$ cat src/include/stream_read_params.svh
// Constants for the stream read port: opcodes, field positions, cause codes.
// Assumes a 32-bit instruction word whose bit 0 (MSB first numbering) is bit 31 here.
`ifndef STREAM_READ_PARAMS_SVH
`define STREAM_READ_PARAMS_SVH

// ----------------------------------------------------------------
// Opcodes (instruction bits 0..5)
// ----------------------------------------------------------------
`define OPC_STATIC 6'h1b
`define OPC_DYNAMIC 6'h13

// ----------------------------------------------------------------
// Flag positions, static form then dynamic form
// ----------------------------------------------------------------
`define STA_N_BIT 15
`define STA_C_BIT 14
`define STA_T_BIT 13
`define STA_A_BIT 12
`define STA_E_BIT 11
`define DYN_N_BIT 9
`define DYN_C_BIT 8
`define DYN_T_BIT 7
`define DYN_A_BIT 6
`define DYN_E_BIT 5

// ----------------------------------------------------------------
// Exception cause codes and configuration defaults
// ----------------------------------------------------------------
`define CAUSE_STREAM 5'h00
`define CAUSE_PRIV 5'h07
`define NUM_LINKS_MAX 16
`define DEF_LINK_COUNT 16
`define DEF_STREAM_EXC 1
`define DEF_EXTENDED 1
`define DEF_MMU 0
`define DEF_PRIV_ALLOW 0
`define DEF_AREA_OPT 0

`endif

$ cat src/include/stream_read_pkg.sv
// Types shared by the stream read port modules.
// Assumes the constants header is compiled alongside.
package stream_read_pkg;

   // Decoded stream read request
   typedef struct packed {
      logic is_stream;
      logic [4:0] dest;
      logic [3:0] link;
      logic [3:0] raw_link;
      logic nonblock;
      logic ctrl;
      logic test;
      logic atomic;
      logic excp;
   } op_t;

   // Sequencer states, one-hot
   typedef enum logic [2:0] {
      ST_IDLE = 3'b001,
      ST_AREA = 3'b010,
      ST_WAIT = 3'b100
   } state_t;

endpackage

$ cat src/include/stream_read_if.sv
// Carrier between the sequencer, the decoder and the link selector.
// Assumes all three sit on the same clock.
interface stream_read_if;
   logic [31:0] instr;
   logic [31:0] rb;
   stream_read_pkg::op_t op;
   logic [511:0] link_data_all;
   logic [15:0] link_ctrl_all;
   logic [15:0] link_present_all;
   logic [31:0] sel_data;
   logic sel_ctrl;
   logic sel_present;

   modport decode (input instr, input rb, output op);
   modport select (input op, input link_data_all, input link_ctrl_all,
      input link_present_all, output sel_data, output sel_ctrl, output sel_present);
   modport core (output instr, output rb, input op, output link_data_all,
      output link_ctrl_all, output link_present_all, input sel_data,
      input sel_ctrl, input sel_present);
endinterface

$ cat src/core/stream_link_select.sv
// Link selector: picks data, control and presence of the addressed link.
// Assumes the link index is already folded into range.
`include "stream_read_params.svh"
module stream_link_select (
   stream_read_if.select ifc // Select side of the carrier
);
   logic [31:0] data_arr [`NUM_LINKS_MAX];

   // Unpack the flat data bus, one word per link
   genvar g;
   generate
      for (g = 0; g < `NUM_LINKS_MAX; g++)
      begin : g_unpack
         assign data_arr[g] = ifc.link_data_all[g*32 +: 32];
      end
   endgenerate

   // Selected link
   assign ifc.sel_data = data_arr[ifc.op.link];
   assign ifc.sel_ctrl = ifc.link_ctrl_all[ifc.op.link];
   assign ifc.sel_present = ifc.link_present_all[ifc.op.link];
endmodule // stream_link_select

$ cat src/core/stream_op_decode.sv
// Instruction decoder for the static and dynamic stream read forms.
// Assumes the instruction and rB value are stable for the cycle.
`include "stream_read_params.svh"
module stream_op_decode #(
   parameter int LINK_COUNT = `DEF_LINK_COUNT,
   parameter int EXTENDED = `DEF_EXTENDED
) (
   stream_read_if.decode ifc // Decode side of the carrier
);
   logic dyn;
   logic sta;
   logic [3:0] idx;
   logic ext_ok;

   // Form detection; no reads exist without links
   assign sta = (ifc.instr[31:26] == `OPC_STATIC) && (LINK_COUNT > 0);
   assign dyn = (ifc.instr[31:26] == `OPC_DYNAMIC) && (LINK_COUNT > 0);
   assign ext_ok = (EXTENDED == 1);
   assign idx = dyn ? ifc.rb[3:0] : ifc.instr[3:0];

   // Field extraction; extended flags are dropped when not configured
   always_comb
   begin
      ifc.op.is_stream = sta | dyn;
      ifc.op.dest = ifc.instr[25:21];
      ifc.op.raw_link = ifc.instr[3:0];
      ifc.op.link = ({28'h0000000, idx} >= 32'(LINK_COUNT)) ? 4'h0 : idx;
      ifc.op.nonblock = dyn ? ifc.instr[`DYN_N_BIT] : ifc.instr[`STA_N_BIT];
      ifc.op.ctrl = dyn ? ifc.instr[`DYN_C_BIT] : ifc.instr[`STA_C_BIT];
      ifc.op.test = ext_ok & (dyn ? ifc.instr[`DYN_T_BIT] : ifc.instr[`STA_T_BIT]);
      ifc.op.atomic = ext_ok & (dyn ? ifc.instr[`DYN_A_BIT] : ifc.instr[`STA_A_BIT]);
      ifc.op.excp = ext_ok & (dyn ? ifc.instr[`DYN_E_BIT] : ifc.instr[`STA_E_BIT]);
   end
endmodule // stream_op_decode

$ cat src/core/stream_read_port.sv
// Stream read port: carries out static and dynamic stream reads.
// Assumes producers run on REF_CLK and that an instruction is taken when
// ISSUE_VALID is high while STALL is low.
`include "stream_read_params.svh"
module stream_read_port #(
   parameter int LINK_COUNT = `DEF_LINK_COUNT,
   parameter int STREAM_EXC = `DEF_STREAM_EXC,
   parameter int EXTENDED = `DEF_EXTENDED,
   parameter int MMU = `DEF_MMU,
   parameter int PRIV_ALLOW = `DEF_PRIV_ALLOW,
   parameter int AREA_OPT = `DEF_AREA_OPT
) (
   input wire logic REF_CLK, // Processor clock
   input wire logic RESET, // Async reset, active high
   input wire logic ISSUE_VALID, // Instruction offered
   input wire logic [31:0] ISSUE_INSTR, // Instruction word
   input wire logic [31:0] ISSUE_RB, // Second source register value
   input wire logic ISSUE_DELAY_SLOT, // Instruction sits in a delay slot
   input wire logic USER_MODE, // User mode bit of machine status
   input wire logic IRQ_PENDING, // Interrupt waiting
   input wire logic STREAM_ERROR_CLR, // Clear the stream error flag
   input wire logic [511:0] LINK_DATA, // Link words, link n at [32n+31:32n]
   input wire logic [15:0] LINK_CONTROL, // Link control flags
   input wire logic [15:0] LINK_PRESENT, // Link data present
   output logic [15:0] LINK_READ, // One-cycle read strobes
   output logic STALL, // Pipeline held
   output logic WB_VALID, // Destination write pulse
   output logic [4:0] WB_REG, // Destination register number
   output logic [31:0] WB_DATA, // Destination value
   output logic CARRY, // Carry flag
   output logic STREAM_ERROR, // Sticky stream error flag
   output logic EXC_VALID, // Exception pulse
   output logic [4:0] EXC_CAUSE, // Exception cause field
   output logic [3:0] EXC_LINK, // Exception link field
   output logic [31:0] EXC_DATA, // Exception data register
   output logic IRQ_ACCEPT, // Stall abandoned for interrupt service
   output logic IRQ_BLOCK // Interrupts held off
);
   // ----------------------------------------------------------------
   // Sub-blocks
   // ----------------------------------------------------------------
   stream_read_if ifc ();

   stream_op_decode #(
      .LINK_COUNT(LINK_COUNT),
      .EXTENDED(EXTENDED)
   ) u_decode (
      .ifc(ifc)
   );

   stream_link_select u_select (
      .ifc(ifc)
   );

   // ----------------------------------------------------------------
   // State
   // ----------------------------------------------------------------
   stream_read_pkg::state_t state_reg, state_next;
   logic [31:0] instr_reg, instr_next;
   logic [31:0] rb_reg, rb_next;
   logic delay_reg, delay_next;
   logic stall_reg, stall_next;
   logic wb_valid_reg, wb_valid_next;
   logic [4:0] wb_reg_reg, wb_reg_next;
   logic [31:0] wb_data_reg, wb_data_next;
   logic carry_reg, carry_next;
   logic serr_reg, serr_next;
   logic exc_valid_reg, exc_valid_next;
   logic [4:0] exc_cause_reg, exc_cause_next;
   logic [3:0] exc_link_reg, exc_link_next;
   logic [31:0] exc_data_reg, exc_data_next;
   logic irq_acc_reg, irq_acc_next;
   logic irq_block_reg, irq_block_next;
   logic [15:0] read_reg, read_next;
   logic idle;
   logic eval;
   logic delay_cur;
   logic priv_viol;
   logic mismatch;
   logic serr_set;
   logic may_serve;

   // The request under work comes from the issue port when idle, else from capture
   assign idle = (state_reg == stream_read_pkg::ST_IDLE);
   assign ifc.instr = idle ? ISSUE_INSTR : instr_reg;
   assign ifc.rb = idle ? ISSUE_RB : rb_reg;
   assign delay_cur = idle ? ISSUE_DELAY_SLOT : delay_reg;
   assign ifc.link_data_all = LINK_DATA;
   assign ifc.link_ctrl_all = LINK_CONTROL;
   // A word strobed last cycle is still shown by the producer; hide it so it
   // is never read twice. Costs one cycle on back-to-back reads of one link.
   assign ifc.link_present_all = LINK_PRESENT & ~read_reg;

   // Privileged check and control-bit check
   assign priv_viol = (MMU >= 1) && (PRIV_ALLOW != 1) && USER_MODE;
   assign mismatch = ifc.sel_present && (ifc.sel_ctrl != ifc.op.ctrl);
   assign may_serve = (EXTENDED == 1) && !ifc.op.atomic && !delay_cur;

   // Evaluate now when idle in the fast build, or in the hold and wait states
   assign eval = (idle && ISSUE_VALID && ifc.op.is_stream && (AREA_OPT == 0)) || !idle;

   // ----------------------------------------------------------------
   // Sequencer next state
   // ----------------------------------------------------------------
   always_comb
   begin
      state_next = state_reg;
      instr_next = instr_reg;
      rb_next = rb_reg;
      delay_next = delay_reg;
      wb_valid_next = 1'b0;
      wb_reg_next = wb_reg_reg;
      wb_data_next = wb_data_reg;
      carry_next = carry_reg;
      serr_set = 1'b0;
      exc_valid_next = 1'b0;
      exc_cause_next = exc_cause_reg;
      exc_link_next = exc_link_reg;
      exc_data_next = exc_data_reg;
      irq_acc_next = 1'b0;
      irq_block_next = irq_block_reg;
      read_next = 16'h0000;
      // Capture the request on issue so later cycles see a stable copy
      if (idle && ISSUE_VALID && ifc.op.is_stream)
      begin
         instr_next = ISSUE_INSTR;
         rb_next = ISSUE_RB;
         delay_next = ISSUE_DELAY_SLOT;
         if (AREA_OPT != 0)
         begin
            state_next = stream_read_pkg::ST_AREA;
            irq_block_next = 1'b1;
         end
      end
      if (eval)
      begin
         if (priv_viol)
         begin
            // Privileged fault: the link is left alone
            exc_valid_next = 1'b1;
            exc_cause_next = `CAUSE_PRIV;
            irq_block_next = ifc.op.atomic;
            state_next = stream_read_pkg::ST_IDLE;
         end
         else if (ifc.sel_present)
         begin
            serr_set = mismatch;
            if (!ifc.op.test)
            begin
               read_next[ifc.op.link] = 1'b1;
            end
            if (ifc.op.excp && mismatch && (STREAM_EXC == 1))
            begin
               exc_valid_next = 1'b1;
               exc_cause_next = `CAUSE_STREAM;
               exc_link_next = ifc.op.raw_link;
               exc_data_next = ifc.sel_data;
            end
            else
            begin
               wb_valid_next = 1'b1;
               wb_reg_next = ifc.op.dest;
               wb_data_next = ifc.sel_data;
               if (ifc.op.nonblock)
               begin
                  carry_next = 1'b0;
               end
            end
            irq_block_next = ifc.op.atomic;
            state_next = stream_read_pkg::ST_IDLE;
         end
         else if (ifc.op.nonblock)
         begin
            // Nothing there: destination gets whatever the link shows
            wb_valid_next = 1'b1;
            wb_reg_next = ifc.op.dest;
            wb_data_next = ifc.sel_data;
            carry_next = 1'b1;
            irq_block_next = ifc.op.atomic;
            state_next = stream_read_pkg::ST_IDLE;
         end
         else if (may_serve && IRQ_PENDING)
         begin
            // Give up the stall; the instruction is re-run after the handler
            irq_acc_next = 1'b1;
            irq_block_next = 1'b0;
            state_next = stream_read_pkg::ST_IDLE;
         end
         else
         begin
            state_next = stream_read_pkg::ST_WAIT;
            irq_block_next = !may_serve;
         end
      end
   end

   // Sticky error flag: a new mismatch beats a clear in the same cycle
   always_comb
   begin
      serr_next = serr_reg;
      if (STREAM_ERROR_CLR)
      begin
         serr_next = 1'b0;
      end
      if (serr_set)
      begin
         serr_next = 1'b1;
      end
   end

   // Stall output shows any non-idle next state
   assign stall_next = (state_next != stream_read_pkg::ST_IDLE);

   // ----------------------------------------------------------------
   // Registers
   // ----------------------------------------------------------------
   always_ff @(posedge REF_CLK or posedge RESET)
   begin
      if (RESET)
      begin
         state_reg <= stream_read_pkg::ST_IDLE;
         instr_reg <= 32'h00000000;
         rb_reg <= 32'h00000000;
         delay_reg <= 1'b0;
         stall_reg <= 1'b0;
         wb_valid_reg <= 1'b0;
         wb_reg_reg <= 5'h00;
         wb_data_reg <= 32'h00000000;
         carry_reg <= 1'b0;
         serr_reg <= 1'b0;
         exc_valid_reg <= 1'b0;
         exc_cause_reg <= 5'h00;
         exc_link_reg <= 4'h0;
         exc_data_reg <= 32'h00000000;
         irq_acc_reg <= 1'b0;
         irq_block_reg <= 1'b0;
         read_reg <= 16'h0000;
      end
      else
      begin
         state_reg <= state_next;
         instr_reg <= instr_next;
         rb_reg <= rb_next;
         delay_reg <= delay_next;
         stall_reg <= stall_next;
         wb_valid_reg <= wb_valid_next;
         wb_reg_reg <= wb_reg_next;
         wb_data_reg <= wb_data_next;
         carry_reg <= carry_next;
         serr_reg <= serr_next;
         exc_valid_reg <= exc_valid_next;
         exc_cause_reg <= exc_cause_next;
         exc_link_reg <= exc_link_next;
         exc_data_reg <= exc_data_next;
         irq_acc_reg <= irq_acc_next;
         irq_block_reg <= irq_block_next;
         read_reg <= read_next;
      end
   end

   // ----------------------------------------------------------------
   // Outputs, all straight from flops
   // ----------------------------------------------------------------
   assign LINK_READ = read_reg;
   assign STALL = stall_reg;
   assign WB_VALID = wb_valid_reg;
   assign WB_REG = wb_reg_reg;
   assign WB_DATA = wb_data_reg;
   assign CARRY = carry_reg;
   assign STREAM_ERROR = serr_reg;
   assign EXC_VALID = exc_valid_reg;
   assign EXC_CAUSE = exc_cause_reg;
   assign EXC_LINK = exc_link_reg;
   assign EXC_DATA = exc_data_reg;
   assign IRQ_ACCEPT = irq_acc_reg;
   assign IRQ_BLOCK = irq_block_reg;
endmodule // stream_read_port

$ cat config.mk
export PLATFORM = sky130hd
export DESIGN_NAME = stream_read_port
export DESIGN_NICKNAME = d
export VERILOG_FILES = /design/src/include/stream_read_pkg.sv /design/src/include/stream_read_if.sv /design/src/core/stream_link_select.sv /design/src/core/stream_op_decode.sv /design/src/core/stream_read_port.sv
export VERILOG_INCLUDE_DIRS = /design/src /design/src/include
export SDC_FILE = /design/constraint.sdc
export NUM_CORES = 1
export LEC_CHECK = 0
export CAP_MARGIN = 20
export CORE_AREA = 2 2 279 281
export CTS_CLUSTER_DIAMETER = 30
export DETAILED_ROUTE_END_ITERATION = 6
export DIE_AREA = 0 0 281 283
export DONT_BUFFER_PORTS = 1
export PLACE_DENSITY = 0.39
export RECOVER_POWER = 100
export SLEW_MARGIN = 20
export SYNTH_ARGS = -nofsm -noshare
export SYNTH_HDL_FRONTEND = slang
export SYNTH_SLANG_ARGS = --single-unit
$ cat constraint.sdc
create_clock -name REF_CLK -period 5.25 [get_ports REF_CLK]
set_clock_uncertainty 0.15 [all_clocks]
set_input_delay 0.2625 -clock REF_CLK [delete_from_list [all_inputs] [get_ports REF_CLK]]
set_output_delay 0.2625 -clock REF_CLK [all_outputs]
set_load 0.1 [all_outputs]
==> impl_summary.log, run 1 <==
[metrics] result of the run: finished with violations
[metrics] violated checks: max-capacitance violations, max-slew violations
[metrics] total congestion overflow after global routing: 0
[metrics] total count of hold-check failures in the final report: 0
[metrics] share of power burned in combinational logic: 0.523
[metrics] antenna violations before repair: 36
[metrics] filler-free cell count of the finished design: 2400
[metrics] number of antenna-violating nets in the routed design: 0
[metrics] multi-input gate area in the final layout: 0.007938 sq mm
[metrics] endpoint required time on the critical path: 5460 ps
[metrics] area of the core region: 0.07670 sq mm
[metrics] Sw Ratio: 0.6246
[metrics] class of the most critical setup path: reg2reg
[metrics] end-of-flow core utilization: 0.1809
[metrics] slew at the pin with the worst max-slew slack: 2489 ps
[metrics] post-route minimum period: 4920 ps
[metrics] Residual DRC: 0
[metrics] leakage power summed over all cells: 5.358 nW
[metrics] unrepaired setup endpoints after global routing: false
[metrics] final total power: 10.73 mW
[metrics] detailed-route wire length per cell: 29.26 um
[metrics] post-synthesis to final-layout area growth: 19.73%
[metrics] power share of the sequential group: 0.360
[metrics] power density relative to cell area: 773.3 mW/mm^2
[metrics] number of CTS-inserted buffers: 17
[metrics] H-tree Lvls: 4
[metrics] largest voltage drop on the vdd net: 0.3185 mV
[metrics] Final nets: 1945
[metrics] largest net degree at the start of global routing: 72
[metrics] wire length of the first global-routing pass: 93650 um
[metrics] net switching power of the design: 6.700 mW
[metrics] worst skew pair latency: 480 ps
[metrics] starting density of the core: 0.1511
[metrics] worst hold-check path type: in2reg
[metrics] maximum number of buffers from clock root to sink: 2
[metrics] IO Pins: 716
[metrics] max frequency: 0.2032 GHz
[metrics] max-slew violation count: 115
[metrics] number of enable-type register cells in the synthesized netlist: 0
[metrics] Unique masters post-synth: 63
[metrics] most frequent cells in the layout: 223 x sky130_fd_sc_hd__mux2i_1, 128 x sky130_fd_sc_hd__dfrtp_1, 126 x sky130_fd_sc_hd__nand2_1
[metrics] proportion of synthesized chip area in sequential cells: 0.2787
[metrics] CTS tree: built
[metrics] final critical-path share of the clock period: 0.9372
[metrics] FFs w/ async S/R, synth: 1.000
[metrics] internal power component: 4.028 mW
[metrics] number of input and output port buffers inserted: 0
[metrics] sort of element at the start of the critical path: flop
[metrics] number of standard-cell rows in the floorplan: 102
[metrics] die footprint: 0.07952 sq mm
[metrics] cell area after synthesis: 0.01159 sq mm
[metrics] Worst setup EP type: flop
[metrics] number of sinks driven by the clock tree: 129
[metrics] weighted congestion at the end of routability-driven global placement: 0.8689
[metrics] synthesized area per cell: 8.596 sq um
[metrics] post-placement cell count: 2321
[metrics] Resized cells post-CTS: 0
[metrics] arrival time worst endpoint: 5130 ps
[metrics] max-cap viol count: 4
[metrics] number of DRC violations after detailed-routing iteration 0: 956
[metrics] most common library cell in the layout ignoring fill and taps: sky130_fd_sc_hd__mux2i_1
[metrics] sum of routed wire length over all layers: 70220 um
[metrics] gate count of the mapped netlist: 1348
[metrics] clk root buf: sky130_fd_sc_hd__clkbuf_16
[metrics] sequential standard cell area: 0.003229 sq mm
[metrics] fraction of layout cells with a size suffix above 1: 0.1363
[metrics] register bit total from synthesis: 129
[metrics] largest fanout on the critical path: 37
[metrics] Most used DFF post-synth: sky130_fd_sc_hd__dfrtp_1
[metrics] final total negative setup slack: 0 ps
[metrics] # fillers: 8535
[metrics] detailed-routing iteration count for the pre-antenna-repair pass: 5
[metrics] clock edge transition at the registers on the reported setup and hold paths: 70 ps
[metrics] Max transition margin: -0.6683
[metrics] number of synthesis warnings: 0
[metrics] number of failing setup endpoints in the final timing report: 0
[metrics] hpwl dp: 56760 um
[metrics] Die Height: 283 um
[metrics] count of vias placed by the detailed router: 11750
[metrics] share of power burned in the clock network: 0.116
[metrics] die boundary width: 281 um
[metrics] GR Util All Layers: 0.1696
[metrics] Vias per Instance: 4.895
[metrics] vias in the first global route: 11560
## logic make-up after synthesis
family | synth area share
buf+inv | 0.05064
flops | 0.2787
other cells | 0.0003236
compound gates | 0.1956
simple gates | 0.2066
xor+xnor | 0.0007560
mux | 0.2675
## power groups by stage
stage | sequential [mW] | clock (mW) | combinational [mW]
global placement | 3.94 | 0 | 5.52
global route | 3.94 | 1.33 | 6.12
detailed placement | 3.92 | 0 | 5.68
floorplan | 3.69 | 0 | 3.72
finish | 3.86 | 1.25 | 5.62
CTS | 3.89 | 1.30 | 5.73
## synth_stat cells, types with 7 or more instances
cell,instances,area share
sky130_fd_sc_hd__buf_1,14,0.0045
sky130_fd_sc_hd__o21ai_0,89,0.038
sky130_fd_sc_hd__a211o_1,7,0.0053
sky130_fd_sc_hd__nor4_1,17,0.0092
sky130_fd_sc_hd__clkbuf_1,78,0.025
sky130_fd_sc_hd__or4_1,15,0.0097
sky130_fd_sc_hd__mux2i_1,223,0.19
sky130_fd_sc_hd__mux2_2,72,0.070
sky130_fd_sc_hd__nand2_1,126,0.041
sky130_fd_sc_hd__nand4_1,21,0.011
sky130_fd_sc_hd__buf_2,31,0.013
sky130_fd_sc_hd__a22oi_1,8,0.0052
sky130_fd_sc_hd__or4b_1,19,0.016
sky130_fd_sc_hd__nor4b_1,15,0.011
sky130_fd_sc_hd__a21oi_1,63,0.027
sky130_fd_sc_hd__a31oi_1,36,0.019
sky130_fd_sc_hd__and2_1,12,0.0065
sky130_fd_sc_hd__nand2b_1,22,0.012
sky130_fd_sc_hd__nand3_1,112,0.048
sky130_fd_sc_hd__inv_1,10,0.0032
sky130_fd_sc_hd__or3_1,14,0.0076
sky130_fd_sc_hd__a211oi_1,8,0.0052
sky130_fd_sc_hd__nor2_1,21,0.0068
sky130_fd_sc_hd__nand3b_1,13,0.0084
sky130_fd_sc_hd__o21ai_1,8,0.0035
sky130_fd_sc_hd__o22a_1,76,0.057
sky130_fd_sc_hd__o22ai_1,28,0.015
sky130_fd_sc_hd__dfrtp_1,128,0.28
## through the flow
stage | instance area [sq um] | setup WS (ps) | hold slack [ps]
final | 13870 | 329.9 | 96.72
after global routing | 13860 | 65.45 | 96.35
after CTS | 13880 | 363.8 | 42.42
after detailed placement | 13010 | 386.6 | 53.67
after global placement | 12990 | 439.5 | 58.51
after floorplan | 11610 | 1395 | 222.8
## area by class of cell
class / count / share of cell area
clock buffer: 17 / 0.03066
sequential: 129 / 0.2328
inverter: 10 / 0.002796
timing repair buffer: 87 / 0.05402
multi-input combinational: 1085 / 0.5722
clock inverter: 15 / 0.01073
antenna: 17 / 0.003066
tap: 1040 / 0.09380
## critical path: stages (launching register included)
cell	delay, ps
sky130_fd_sc_hd__dfstp_2	520
sky130_fd_sc_hd__nor3b_2	260
sky130_fd_sc_hd__buf_4	280
sky130_fd_sc_hd__mux2_1	390
sky130_fd_sc_hd__nor4_1	880
sky130_fd_sc_hd__nor2_1	200
sky130_fd_sc_hd__clkbuf_1	230
sky130_fd_sc_hd__a211oi_1	460
sky130_fd_sc_hd__nor4_2	110
sky130_fd_sc_hd__buf_4	190
sky130_fd_sc_hd__nand3_2	70
sky130_fd_sc_hd__buf_4	510
sky130_fd_sc_hd__mux2_2	410
## what timing repair did
action / 4_1_cts / 5_1_grt
hold buffers: 30 / 0
endpoints found under the hold margin: 77 / 0
buffers inserted: 0 / 0
## final timing paths
kind	slack, ps	to	cells after the start	startpoint
setup / recovery	330	EXC_DATA[0]	12	state_reg[0]
setup reg to reg	330	EXC_DATA[0]	12	state_reg[0]
min in group asynchronous	760	EXC_VALID	2	RESET
max in group asynchronous	1150	LINK_READ[0]	3	RESET
hold reg to reg	340	instr_reg[30]	1	instr_reg[30]
hold / removal	100	IRQ_BLOCK	5	ISSUE_INSTR[6]
## per-layer routing
layer,GRT usage,part of all wire,vias to the layer above
li1,-,-,5147
met1,0.2107,0.42,5892
met2,0.2641,0.45,601
met3,0.07026,0.10,86
met4,0.05455,0.024,22
met5,0,0.0021,-
No activity file was read; power rests on OpenSTA's default activity.
==> run 2: changes to the inputs <==
--- a/config.mk
+++ b/config.mk
@@ -7,13 +7,14 @@
 export NUM_CORES = 1
 export LEC_CHECK = 0
 export CAP_MARGIN = 20
-export CORE_AREA = 2 2 279 281
+export CORE_AREA = 2 2 276 278
 export CTS_CLUSTER_DIAMETER = 30
 export DETAILED_ROUTE_END_ITERATION = 6
-export DIE_AREA = 0 0 281 283
+export DIE_AREA = 0 0 278 280
 export DONT_BUFFER_PORTS = 1
 export PLACE_DENSITY = 0.39
 export RECOVER_POWER = 100
+export SKIP_CTS_REPAIR_TIMING = 1
 export SLEW_MARGIN = 20
 export SYNTH_ARGS = -nofsm -noshare
 export SYNTH_HDL_FRONTEND = slang
==> run 2 against run 1 <==
  * The flow still finishes with violations (max-capacitance violations, max-slew violations)
  * Clock power about the same
  * Sequential cell count unchanged
  * Cell count decreased by 2.1%
  * Non-clock buffer count decreased by 5
  * Global-route usage increased by 0.27 points
  * Via count decreased by 1.1%
  * Utilization increased by 0.36 points
  * Setup slack improved by 200 ps
  * Sequential power about the same
==> impl_summary.log, run 2 (synthesis gave the netlist of run 1 again) <==
[metrics] arrival time worst endpoint: 4910 ps
[metrics] area of the core region: 0.07519 sq mm
[metrics] IO Pins: 716
[metrics] number of antenna-violating nets in the routed design: 0
[metrics] clk root buf: sky130_fd_sc_hd__clkbuf_16
[metrics] vias in the first global route: 11290
[metrics] unrepaired setup endpoints after global routing: false
[metrics] Final nets: 1940
[metrics] share of power burned in combinational logic: 0.522
[metrics] share of power burned in the clock network: 0.118
[metrics] slew at the pin with the worst max-slew slack: 3639 ps
[metrics] antenna violations before repair: 43
[metrics] number of CTS-inserted buffers: 17
[metrics] number of input and output port buffers inserted: 0
[metrics] post-synthesis to final-layout area growth: 19.72%
[metrics] number of sinks driven by the clock tree: 129
[metrics] die footprint: 0.07784 sq mm
[metrics] count of vias placed by the detailed router: 11620
[metrics] starting density of the core: 0.1541
[metrics] power density relative to cell area: 778.7 mW/mm^2
[metrics] max-slew violation count: 113
[metrics] final total power: 10.80 mW
[metrics] total count of hold-check failures in the final report: 0
[metrics] detailed-route wire length per cell: 30.03 um
[metrics] final total negative setup slack: 0 ps
[metrics] endpoint required time on the critical path: 5440 ps
[metrics] worst setup slack before clock tree synthesis: 721.4 ps
[metrics] largest fanout on the critical path: 48
[metrics] internal power component: 4.120 mW
[metrics] leakage power summed over all cells: 5.384 nW
[metrics] most frequent cells in the layout: 224 x sky130_fd_sc_hd__mux2i_1, 128 x sky130_fd_sc_hd__dfrtp_1, 126 x sky130_fd_sc_hd__nand2_1
[metrics] fraction of layout cells with a size suffix above 1: 0.1345
[metrics] total congestion overflow after global routing: 0
[metrics] result of the run: finished with violations
[metrics] violated checks: max-capacitance violations, max-slew violations
[metrics] # fillers: 8359
[metrics] number of standard-cell rows in the floorplan: 101
[metrics] number of failing setup endpoints in the final timing report: 0
[metrics] clock edge transition at the registers on the reported setup and hold paths: 70 ps
[metrics] largest net degree at the start of global routing: 82
[metrics] Sw Ratio: 0.6186
[metrics] sum of routed wire length over all layers: 70570 um
[metrics] worst skew pair latency: 470 ps
[metrics] die boundary width: 278 um
[metrics] number of DRC violations after detailed-routing iteration 0: 1088
[metrics] sequential standard cell area: 0.003229 sq mm
[metrics] class of the most critical setup path: reg2reg
[metrics] max-cap viol count: 2
[metrics] setup slack of the critical path after layout: 530.3 ps
[metrics] hpwl dp: 56850 um
[metrics] CTS tree: built
[metrics] detailed-routing iteration count for the pre-antenna-repair pass: 5
[metrics] largest voltage drop on the vdd net: 0.2981 mV
[metrics] Die Height: 280 um
[metrics] multi-input gate area in the final layout: 0.007928 sq mm
[metrics] final critical-path share of the clock period: 0.8990
[metrics] Worst setup EP type: flop
[metrics] weighted congestion at the end of routability-driven global placement: 0.8753
[metrics] maximum number of buffers from clock root to sink: 2
[metrics] H-tree Lvls: 4
[metrics] Max transition margin: -1.426
[metrics] max frequency: 0.2119 GHz
[metrics] wire length of the first global-routing pass: 92850 um
[metrics] GR Util All Layers: 0.1723
[metrics] sort of element at the start of the critical path: flop
[metrics] Vias per Instance: 4.944
[metrics] power share of the sequential group: 0.360
[metrics] net switching power of the design: 6.683 mW
[metrics] most common library cell in the layout ignoring fill and taps: sky130_fd_sc_hd__mux2i_1
[metrics] Residual DRC: 0
[metrics] worst hold-check path type: in2reg
[metrics] post-route minimum period: 4720 ps
-- run 2: critical path, cell delays in order, from the launching register on --
cell,delay [ps]
sky130_fd_sc_hd__dfstp_2,520
sky130_fd_sc_hd__nor3b_1,240
sky130_fd_sc_hd__buf_4,320
sky130_fd_sc_hd__mux2_1,400
sky130_fd_sc_hd__nor4_1,810
sky130_fd_sc_hd__nor2_1,130
sky130_fd_sc_hd__clkbuf_1,240
sky130_fd_sc_hd__a211oi_1,480
sky130_fd_sc_hd__nor4_1,190
sky130_fd_sc_hd__buf_12,210
sky130_fd_sc_hd__nand3_4,130
sky130_fd_sc_hd__buf_12,230
sky130_fd_sc_hd__mux2_2,380
-- run 2: layout make-up --
| type | instances | area share |
|---|---|---|
| Multi-Input combinational cell | 1085 | 0.5715 |
| Sequential cell | 129 | 0.2328 |
| Tap cell | 978 | 0.08821 |
| Timing Repair Buffer | 82 | 0.05583 |
| Clock buffer | 19 | 0.03193 |
| Clock inverter | 13 | 0.01091 |
| Antenna cell | 34 | 0.006133 |
| Inverter | 10 | 0.002706 |
-- run 2: worst paths after layout --
| check | slack [ps] | to | from | cells after the start |
|---|---|---|---|---|
| worst max-delay path | 530 | EXC_DATA[3] | state_reg[0] | 12 |
| worst min-delay path | 80 | IRQ_BLOCK | ISSUE_DELAY_SLOT | 3 |
| worst max register to register | 530 | EXC_DATA[3] | state_reg[0] | 12 |
| worst min register to register | 340 | instr_reg[30] | instr_reg[30] | 1 |
| max in group asynchronous | 1290 | EXC_DATA[2] | RESET | 3 |
| min in group asynchronous | 1440 | WB_DATA[3] | RESET | 2 |
-- run 2: power groups by stage --
stage          clock network [mW]  logic (mW)  registers (mW)
3_5_place_dp                    0        5.70            3.92
5_1_grt                      1.36        6.11            3.95
6_report                     1.28        5.64            3.89
2_1_floorplan                   0        3.72            3.69
3_3_place_gp                    0        5.59            3.91
4_1_cts                      1.33        5.72            3.90
-- run 2: stage by stage --
step	hold slack, ps	util	cell area, sq um	std cells
detailed placement	210.2	0.1722	12950	2256
floorplan	222.8	-	11610	1353
global placement	223.1	0.1722	12950	2256
global route	92.83	0.1841	13840	2339
CTS	-303.2	0.1801	13540	2288
finish	83.45	0.1845	13870	2350
-- run 2: routing by layer --
layer,vias to the layer above,wire length [um],global-route usage
li1,5158,-,-
met1,5769,29250,0.2108
met2,583,31260,0.2487
met3,88,7795,0.08344
met4,20,2139,0.08565
met5,-,123,0.01313
